===== src/include/fsp_defines.svh =====
// Constants of the flash self-programming controller: offsets, fields, resets, timing.
// Assumes inclusion by bare name from the design and the bench.
`ifndef FSP_DEFINES_SVH
`define FSP_DEFINES_SVH

// -----------------------------------------------------------------------------
// Register map
// -----------------------------------------------------------------------------
`define FSP_CSR_IDX      8'h37
`define FSP_CSR_ADDR     ({`FSP_CSR_IDX, 2'b00})
`define FSP_CSR_RESET    8'h00

// -----------------------------------------------------------------------------
// Control register fields
// -----------------------------------------------------------------------------
`define FSP_BIT_PERMIT   0
`define FSP_BIT_ERASE    1
`define FSP_BIT_WRITE    2
`define FSP_BIT_FUSE     3
`define FSP_BIT_CLRBUF   4
`define FSP_BIT_SIG      5

// -----------------------------------------------------------------------------
// Pointer values for fuse and lock reads
// -----------------------------------------------------------------------------
`define FSP_Z_FUSE_LOW   16'h0000
`define FSP_Z_LOCK       16'h0001
`define FSP_Z_FUSE_EXT   16'h0002
`define FSP_Z_FUSE_HIGH  16'h0003

// -----------------------------------------------------------------------------
// Timing
// -----------------------------------------------------------------------------
`define FSP_WIN_STORE    3'h4
`define FSP_WIN_LOAD     3'h3
`define FSP_CLK_NS       20
`define FSP_OP_MIN_NS    3700000
`define FSP_OP_MAX_NS    4500000
`define FSP_RC_DIV       50
`define FSP_OP_TICKS     ((`FSP_OP_MIN_NS + `FSP_CLK_NS * `FSP_RC_DIV - 1) \
                          / (`FSP_CLK_NS * `FSP_RC_DIV))

`endif


===== src/include/fsp_pkg.sv =====
// Types of the flash self-programming controller.
// Assumes fsp_defines.svh on the include path.
package fsp_pkg;

   // CPU instruction strobes with pointer and data pair
   typedef struct packed {
      logic        load;
      logic        store;
      logic [15:0] zptr;
      logic [15:0] data;
   } fsp_instr_type;

   // Stored fuse and lock bytes, 1 = unprogrammed
   typedef struct packed {
      logic [7:0] low;
      logic [7:0] high;
      logic [7:0] ext;
      logic [7:0] lock;
   } fsp_fuse_type;

   // Timed flash array operation
   typedef struct packed {
      logic        erase;
      logic        write;
      logic [14:0] word_addr;
   } fsp_flash_type;

   // Temporary page buffer access
   typedef struct packed {
      logic        wr;
      logic        clear;
      logic [14:0] word_addr;
      logic [15:0] data;
   } fsp_pbuf_type;

   typedef enum logic [1:0] {
      FSP_OP_IDLE = 2'b00,
      FSP_OP_RUN  = 2'b01,
      FSP_OP_DONE = 2'b11
   } fsp_op_state_type;

endpackage


===== src/design/fsp_selfprog_ctrl.sv =====
// Flash self-programming controller: control register, timed enables, fuse/lock/signature
// reads, page buffer loads, page erase and page write with CPU stall.
// Assumes an APB master, a CPU core giving one-cycle load/store strobes, and a flash
// array that acts on its request levels. porn_i is power-on reset only.
`timescale 1ns/100ps
`include "fsp_defines.svh"

module fsp_selfprog_ctrl #(
   parameter int          OP_TICKS  = `FSP_OP_TICKS,
   parameter int          RC_DIV    = `FSP_RC_DIV,
   parameter logic [31:0] SIG_TABLE = 32'h5a_a5_3c_c3  // Arbitrary identity values
) (
   input  wire logic                   clk_i,
   input  wire logic                   resetn_i,
   input  wire logic                   porn_i,
   input  wire logic                   psel_i,
   input  wire logic                   penable_i,
   input  wire logic                   pwrite_i,
   input  wire logic [9:0]             paddr_i,
   input  wire logic [31:0]            pwdata_i,
   output logic      [31:0]            prdata_o,
   output logic                        pready_o,
   output logic                        pslverr_o,
   input  wire fsp_pkg::fsp_instr_type instr_i,
   input  wire fsp_pkg::fsp_fuse_type  fuse_i,
   input  wire logic                   eeprom_busy_i,
   output logic      [7:0]             load_data_o,
   output logic                        load_special_o,
   output logic                        cpu_stall_o,
   output fsp_pkg::fsp_flash_type      flash_o,
   output fsp_pkg::fsp_pbuf_type       pbuf_o
);
   import fsp_pkg::*;

   // --------------------------------------------------------------------------
   // Declarations
   // --------------------------------------------------------------------------
   logic             permit_q;
   logic             erase_q;
   logic             write_q;
   logic             fuse_rd_q;
   logic             clrbuf_q;
   logic             sig_q;
   logic [2:0]       win_q;
   logic             busy;
   logic             busy_write;
   logic             csr_hit;
   logic             apb_acc;
   logic             csr_wr;
   logic             win_end;
   logic             fuse_mode;
   logic             load_fuse;
   logic             load_sig;
   logic             store_ok;
   logic             op_start;
   logic             self_permit;
   logic [7:0]       csr_rd;
   logic [7:0]       fuse_sel;
   logic [7:0]       sig_sel;
   fsp_op_state_type op_q;
   logic             op_write_q;
   logic [15:0]      tick_cnt_q;
   logic [15:0]      div_q;
   logic             rc_tick_q;

   // --------------------------------------------------------------------------
   // Decode
   // --------------------------------------------------------------------------
   assign busy        = (op_q != FSP_OP_IDLE);
   assign busy_write  = busy && op_write_q;
   assign csr_hit     = (paddr_i == `FSP_CSR_ADDR);
   assign apb_acc     = psel_i && penable_i && !pready_o;
   assign csr_wr      = apb_acc && pwrite_i && csr_hit && !busy && !eeprom_busy_i;
   assign win_end     = (win_q == 3'h1);
   assign self_permit = !fuse_i.ext[0];
   assign fuse_mode   = permit_q && fuse_rd_q && (win_q != 3'h0) && !eeprom_busy_i;
   assign load_fuse   = instr_i.load && fuse_mode;
   assign load_sig    = instr_i.load && permit_q && sig_q && (win_q != 3'h0);
   assign store_ok    = instr_i.store && permit_q && (win_q != 3'h0) && !fuse_rd_q && !sig_q
                        && self_permit && !busy && !eeprom_busy_i;
   assign op_start    = store_ok && (erase_q || write_q);

   // Reserved bits 7:6 are wired to zero
   assign csr_rd = {2'b00, sig_q, clrbuf_q, fuse_rd_q,
                    write_q || busy_write, erase_q || (busy && !op_write_q),
                    permit_q || busy};

   // Stored bits are 0 when programmed and pass unchanged
   always_comb begin
      unique case (instr_i.zptr)
         `FSP_Z_LOCK:      fuse_sel = fuse_i.lock;
         `FSP_Z_FUSE_EXT:  fuse_sel = fuse_i.ext;
         `FSP_Z_FUSE_HIGH: fuse_sel = fuse_i.high;
         default:          fuse_sel = instr_i.zptr[0] ? fuse_i.lock : fuse_i.low;
      endcase
   end

   always_comb begin
      sig_sel = 8'hff;
      if (instr_i.zptr[15:2] == 14'h0000) begin
         sig_sel = SIG_TABLE[{instr_i.zptr[1:0], 3'b000} +: 8];
      end
   end

   // --------------------------------------------------------------------------
   // APB slave, one wait state
   // --------------------------------------------------------------------------
   always_ff @(posedge clk_i or negedge resetn_i) begin
      if (!resetn_i) begin
         pready_o  <= 1'b0;
         pslverr_o <= 1'b0;
         prdata_o  <= 32'h0000_0000;
      end else begin
         pready_o  <= apb_acc;
         pslverr_o <= apb_acc && !csr_hit;
         if (apb_acc && !pwrite_i) begin
            prdata_o <= csr_hit ? {24'h00_0000, csr_rd} : 32'h0000_0000;
         end
      end
   end

   // --------------------------------------------------------------------------
   // Control register and command window
   // --------------------------------------------------------------------------
   always_ff @(posedge clk_i or negedge resetn_i) begin
      if (!resetn_i) begin
         {sig_q, clrbuf_q, fuse_rd_q, write_q, erase_q, permit_q} <= 6'(`FSP_CSR_RESET);
         win_q <= 3'h0;
      end else if (csr_wr) begin
         permit_q  <= pwdata_i[`FSP_BIT_PERMIT];
         erase_q   <= pwdata_i[`FSP_BIT_ERASE];
         write_q   <= pwdata_i[`FSP_BIT_WRITE];
         fuse_rd_q <= pwdata_i[`FSP_BIT_FUSE];
         clrbuf_q  <= pwdata_i[`FSP_BIT_CLRBUF];
         sig_q     <= pwdata_i[`FSP_BIT_SIG];
         if (!pwdata_i[`FSP_BIT_PERMIT]) begin
            win_q <= 3'h0;
         end else if (pwdata_i[`FSP_BIT_FUSE] || pwdata_i[`FSP_BIT_SIG]) begin
            win_q <= `FSP_WIN_LOAD;
         end else begin
            win_q <= `FSP_WIN_STORE;
         end
      end else if (load_fuse || store_ok || (win_end && !busy)) begin
         // Done or timed out; a running operation shows through busy
         {sig_q, clrbuf_q, fuse_rd_q, write_q, erase_q, permit_q} <= 6'(`FSP_CSR_RESET);
         win_q <= 3'h0;
      end else if (win_q != 3'h0) begin
         win_q <= win_q - 3'h1;
      end
   end

   // --------------------------------------------------------------------------
   // Special load answers
   // --------------------------------------------------------------------------
   always_ff @(posedge clk_i or negedge resetn_i) begin
      if (!resetn_i) begin
         load_data_o    <= 8'h00;
         load_special_o <= 1'b0;
      end else begin
         load_special_o <= load_fuse || load_sig;
         if (load_fuse) begin
            load_data_o <= fuse_sel;
         end else if (load_sig) begin
            load_data_o <= sig_sel;
         end
      end
   end

   // --------------------------------------------------------------------------
   // Temporary page buffer; cleared at reset, on the clear-buffer bit and after a page write
   // --------------------------------------------------------------------------
   always_ff @(posedge clk_i or negedge resetn_i) begin
      if (!resetn_i) begin
         pbuf_o <= '{wr: 1'b0, clear: 1'b1, word_addr: 15'h0000, data: 16'h0000};
      end else begin
         pbuf_o.wr    <= store_ok && !erase_q && !write_q;
         pbuf_o.clear <= (csr_wr && pwdata_i[`FSP_BIT_CLRBUF])
                         || ((op_q == FSP_OP_DONE) && op_write_q);
         if (store_ok) begin
            pbuf_o.word_addr <= instr_i.zptr[15:1];
            pbuf_o.data      <= instr_i.data;
         end
      end
   end

   // --------------------------------------------------------------------------
   // Oscillator tick divider
   // --------------------------------------------------------------------------
   always_ff @(posedge clk_i or negedge porn_i) begin
      if (!porn_i) begin
         div_q     <= 16'h0000;
         rc_tick_q <= 1'b0;
      end else begin
         rc_tick_q <= (div_q == 16'h0000);
         div_q     <= (div_q == 16'h0000) ? 16'(RC_DIV - 1) : div_q - 16'h0001;
      end
   end

   // --------------------------------------------------------------------------
   // Flash operation engine, untouched by system reset
   // --------------------------------------------------------------------------
   always_ff @(posedge clk_i or negedge porn_i) begin
      if (!porn_i) begin
         op_q        <= FSP_OP_IDLE;
         op_write_q  <= 1'b0;
         tick_cnt_q  <= 16'h0000;
         cpu_stall_o <= 1'b0;
         flash_o     <= '{erase: 1'b0, write: 1'b0, word_addr: 15'h0000};
      end else begin
         unique case (op_q)
            FSP_OP_IDLE: begin
               if (op_start) begin
                  op_q              <= FSP_OP_RUN;
                  op_write_q        <= write_q;
                  tick_cnt_q        <= 16'(OP_TICKS);
                  cpu_stall_o       <= 1'b1;
                  flash_o.erase     <= erase_q && !write_q;
                  flash_o.write     <= write_q;
                  flash_o.word_addr <= instr_i.zptr[15:1];
               end
            end
            FSP_OP_RUN: begin
               if (rc_tick_q) begin
                  tick_cnt_q <= tick_cnt_q - 16'h0001;
                  if (tick_cnt_q == 16'h0001) begin
                     op_q          <= FSP_OP_DONE;
                     flash_o.erase <= 1'b0;
                     flash_o.write <= 1'b0;
                  end
               end
            end
            FSP_OP_DONE: begin
               op_q        <= FSP_OP_IDLE;
               cpu_stall_o <= 1'b0;
            end
            default: begin
               op_q        <= FSP_OP_IDLE;
               cpu_stall_o <= 1'b0;
            end
         endcase
      end
   end
endmodule // fsp_selfprog_ctrl


===== config.mk =====
export PLATFORM = sky130hd
export DESIGN_NAME = fsp_selfprog_ctrl
export DESIGN_NICKNAME = d
export VERILOG_FILES = /design/src/include/fsp_pkg.sv /design/src/design/fsp_selfprog_ctrl.sv
export VERILOG_INCLUDE_DIRS = /design/src /design/src/include
export SDC_FILE = /design/constraint.sdc
export NUM_CORES = 1
export LEC_CHECK = 0
export BUFFER_PORTS_ARGS = -buffer_cell sky130_fd_sc_hd__buf_4
export CORE_ASPECT_RATIO = 1.75
export CORE_MARGIN = 1
export CORE_UTILIZATION = 35
export CTS_CLUSTER_DIAMETER = 80
export CTS_CLUSTER_SIZE = 40
export DETAILED_ROUTE_END_ITERATION = 8
export MAX_ROUTING_LAYER = met4
export PLACE_DENSITY = 0.65
export SLEW_MARGIN = 20
export SYNTH_ARGS = -nofsm -noshare
export SYNTH_HDL_FRONTEND = slang
export SYNTH_SLANG_ARGS = --single-unit
export TNS_END_PERCENT = 30

===== constraint.sdc =====
create_clock -name clk_i -period 2.04 [get_ports clk_i]
set_input_delay 0.102 -clock clk_i [delete_from_list [all_inputs] [get_ports clk_i]]
set_output_delay 0.102 -clock clk_i [all_outputs]
set_load 0.01 [all_outputs]

==> results.txt <==
Status = finished clean
Met3 routed WL = 641 µm
TritonCTS clock tree = yes
Root Buffer = clkbuf_16
First-pass GRT wire length = 26200 µm
Top layer in use = met4
Worst-margin pin slew = 0.762 ns
Clock skew = 0.0122 ns
H-tree depth = 4
Async SR Flop Fraction = 100%
Boundary Pins = 209
Commonest cells after routing, fill and taps aside = buf_4, dfrtp_1, nand2_1
Final Hold Vio Count = 0
DRC = 0
Setup_tns = 0 ns
Die H = 169 µm
CP max stage delay = 0.57 ns
Setup violations, final = 0
Unrepaired setup endpoints after global routing = true
CP Cell Sequence = dlygate4sd3_1 > buf_4 > nor4_1 > nand4_1 > buf_4 > or4_4 > a31oi_4
Clk_lat worst skew = 0.41 ns
Highest Clock Rate = 0.491 GHz
Core Area = 15500 µm²
M1 WL = 6170 µm
Post-DP HPWL = 11800 µm
Overall Global Routing Usage = 20.7%
Avg Inst Size Synth = 9.93 µm²
Initial antenna violation count = 0
Dominant synthesized flop cell = dfrtp_1
Most common cell after layout, fill and taps aside = buf_4
Met2 wire length = 8970 µm
Synth area leader = dfrtp_1
Final worst path period share = 99.8%
Synth Register Bits = 113
Post-synth EDFFs = 0
Crit Path Max Fanout = 20
Post-CTS Setup Inserts = 0
Die width = 97.5 µm
Final worst setup slack = 0.00463 ns
Pwr Density = 735 nW/µm²
Slowest cell on the critical path = dlygate4sd3_1
Max VDD drop = 0.527 mV
Port bufs = 156
Largest net degree at the start of global routing = 60
FILL cells = 1383
Routed Antenna Nets = 0
Longest Clk Path Bufs = 2
Main area contributors after synthesis = dfrtp_1, nand2_1, mux2_2, buf_4, ha_1
Vias in the first global route = 5295
CP Launch Type = primary input
Max_slew headroom = 49.2%
Arrival time worst endpoint = 2.36 ns
Final wirelength = 16300 µm
P_leak = 4.03 nW
Layout cells sized above 1 = 35.1%
Max-Cap Viols = 0
Endpoint type of the worst setup path = flip-flop
Area Overhead vs Synth = 47.1%
Area of the die = 16500 µm²
HP Class = in2reg
Avg WL per Cell = 16.3 µm
Routed via count = 5167
Initial core utilization = 36.1%
Crit path required time = 2.36 ns
Pre-CTS setup slack = -0.0883 ns
GPL Wtd Cong = 0.856
Post-synth top area share = 50.2%
CTS buffer count = 17
Layout Nets = 925
Seq/Total Area, Yosys = 50.6%
CTS sink count = 113
Clock-pin slew on the worst setup and hold paths = 0.06 ns
Synth Cell Area = 5590 µm²
Diode count = 0
Grt total ovfl = 0
First-pass iteration count of the detailed router = 4
Via density = 5.18
Most used cell, CP = buf_4
Slew Viols, Final = 0
Mapped Cells = 563
Iteration-0 DRC Markers = 322
Distinct cell type count after synthesis = 58
Critical path class = in2reg
Row cnt = 60
Synth warnings = 0
Post-layout min period = 2.04 ns
[per-layer routing]
metal,vias to the layer above,track usage (%)
li1,2426,-
met1,2521,21.1
met2,174,37.9
met3,46,3.87
met4,0,9.46
met5,-,-
[through the flow]
stage | hold slack [ns] | cell area (µm²) | util [%] | instances | total power [mW]
4_1_cts | 0.0103 | 8150 | 52.7 | 997 | 6.08
3_3_place_gp | 0.184 | 7160 | 46.3 | 927 | 2.99
3_5_place_dp | 0.192 | 7160 | 46.3 | 927 | 3.01
2_1_floorplan | -0.194 | 5690 | - | 588 | 2.68
5_1_grt | 0.0344 | 8220 | 53.1 | 998 | 6.25
6_report | 0.0217 | 8220 | 53.1 | 998 | 6.04
[path summary, 6_finish.rpt]
kind                                     start              to  slack (ns)  cells past startpoint
worst max-delay path               instr_i[18]  load_data_o[0]       0.005                      7
worst min-delay path                    psel_i        pready_o        0.02                      2
worst max register to register  tick_cnt_q[10]  tick_cnt_q[15]        0.01                      4
worst min register to register      pbuf_o[29]      pbuf_o[29]        0.47                      2
max in group asynchronous             resetn_i       pbuf_o[5]        1.22                      2
min in group asynchronous               porn_i       div_q[13]        0.27                      2
[worst max-delay path, delay by kind of cell]
kind / cells / cell delay, ns
compound gates: 1 / 0.18
buf+inv: 3 / 0.95
simple gates: 3 / 1.12
[power breakdown]
| group | total (mW) | leakage, nW | switching, mW | internal, mW |
|---|---|---|---|---|
| Combinational | 0.745 | 2.27 | 0.347 | 0.397 |
| Clock | 3.00 | 0.288 | 1.09 | 1.91 |
| Sequential | 2.30 | 1.48 | 0.0227 | 2.28 |
| Total | 6.04 | 4.03 | 1.46 | 4.59 |
[timing repair]
item                                    4_1_cts  5_1_grt
endpoints found under the setup margin       11       14
hold buffers                                 38        0
pin swaps                                     2        6
endpoints found under the hold margin       163        0
gates resized for setup                       3       12
cloned                                        0        1
[synth_stat cells, drive strengths merged, types with 3 or more instances]
master and n:
a22o 6, and3 3, mux2 25, buf 31, o31ai 3, nor3b 4, o21ai 23, and2 3
or3 4, nor4 9, inv 14, nand4b 3, a222oi 8, o2bb2ai 8, clkbuf 20, a21oi 7
o211ai 9, a31oi 8, or2 3, nand2b 7, nand4 6, a211oi 5, nor3 13, ha 11
or4 16, nand3b 6, xor2 9, nor2 35, nand2 110, dfrtp 112, xnor2 7, nand3 8
nor2b 3
[layout make-up]
cell class	instances	area [µm²]	share of cell area, %
Clock inverter	10	124	1.51
Multi-Input combinational cell	411	2590	31.6
Inverter	14	52.6	0.639
Tap cell	186	233	2.83
Timing Repair Buffer	242	1910	23.3
Clock buffer	22	474	5.77
Sequential cell	113	2830	34.4
[registers in the layout, summed over array words and instances, names as in the netlist, 2 cells and up]
name	cells
op_q	2
load_data_o	8
div_q	16
win_q	3
prdata_o	6
tick_cnt_q	16
flash_o	17
pbuf_o	33
[logic make-up after synthesis]
| group | after synthesis | share of synthesized area [%] |
|---|---|---|
| AOI/OAI and AO/OA | 90 | 11.6 |
| adders and majority gates | 11 | 2.46 |
| buffers and inverters | 65 | 6.14 |
| DFF | 113 | 50.6 |
| and+or+nand+nor | 242 | 21.6 |
| other | 1 | 0.0671 |
| muxes | 25 | 5.04 |
| xor gates and xnor gates | 16 | 2.51 |
Note: power is estimated with default switching activity, not from simulation.
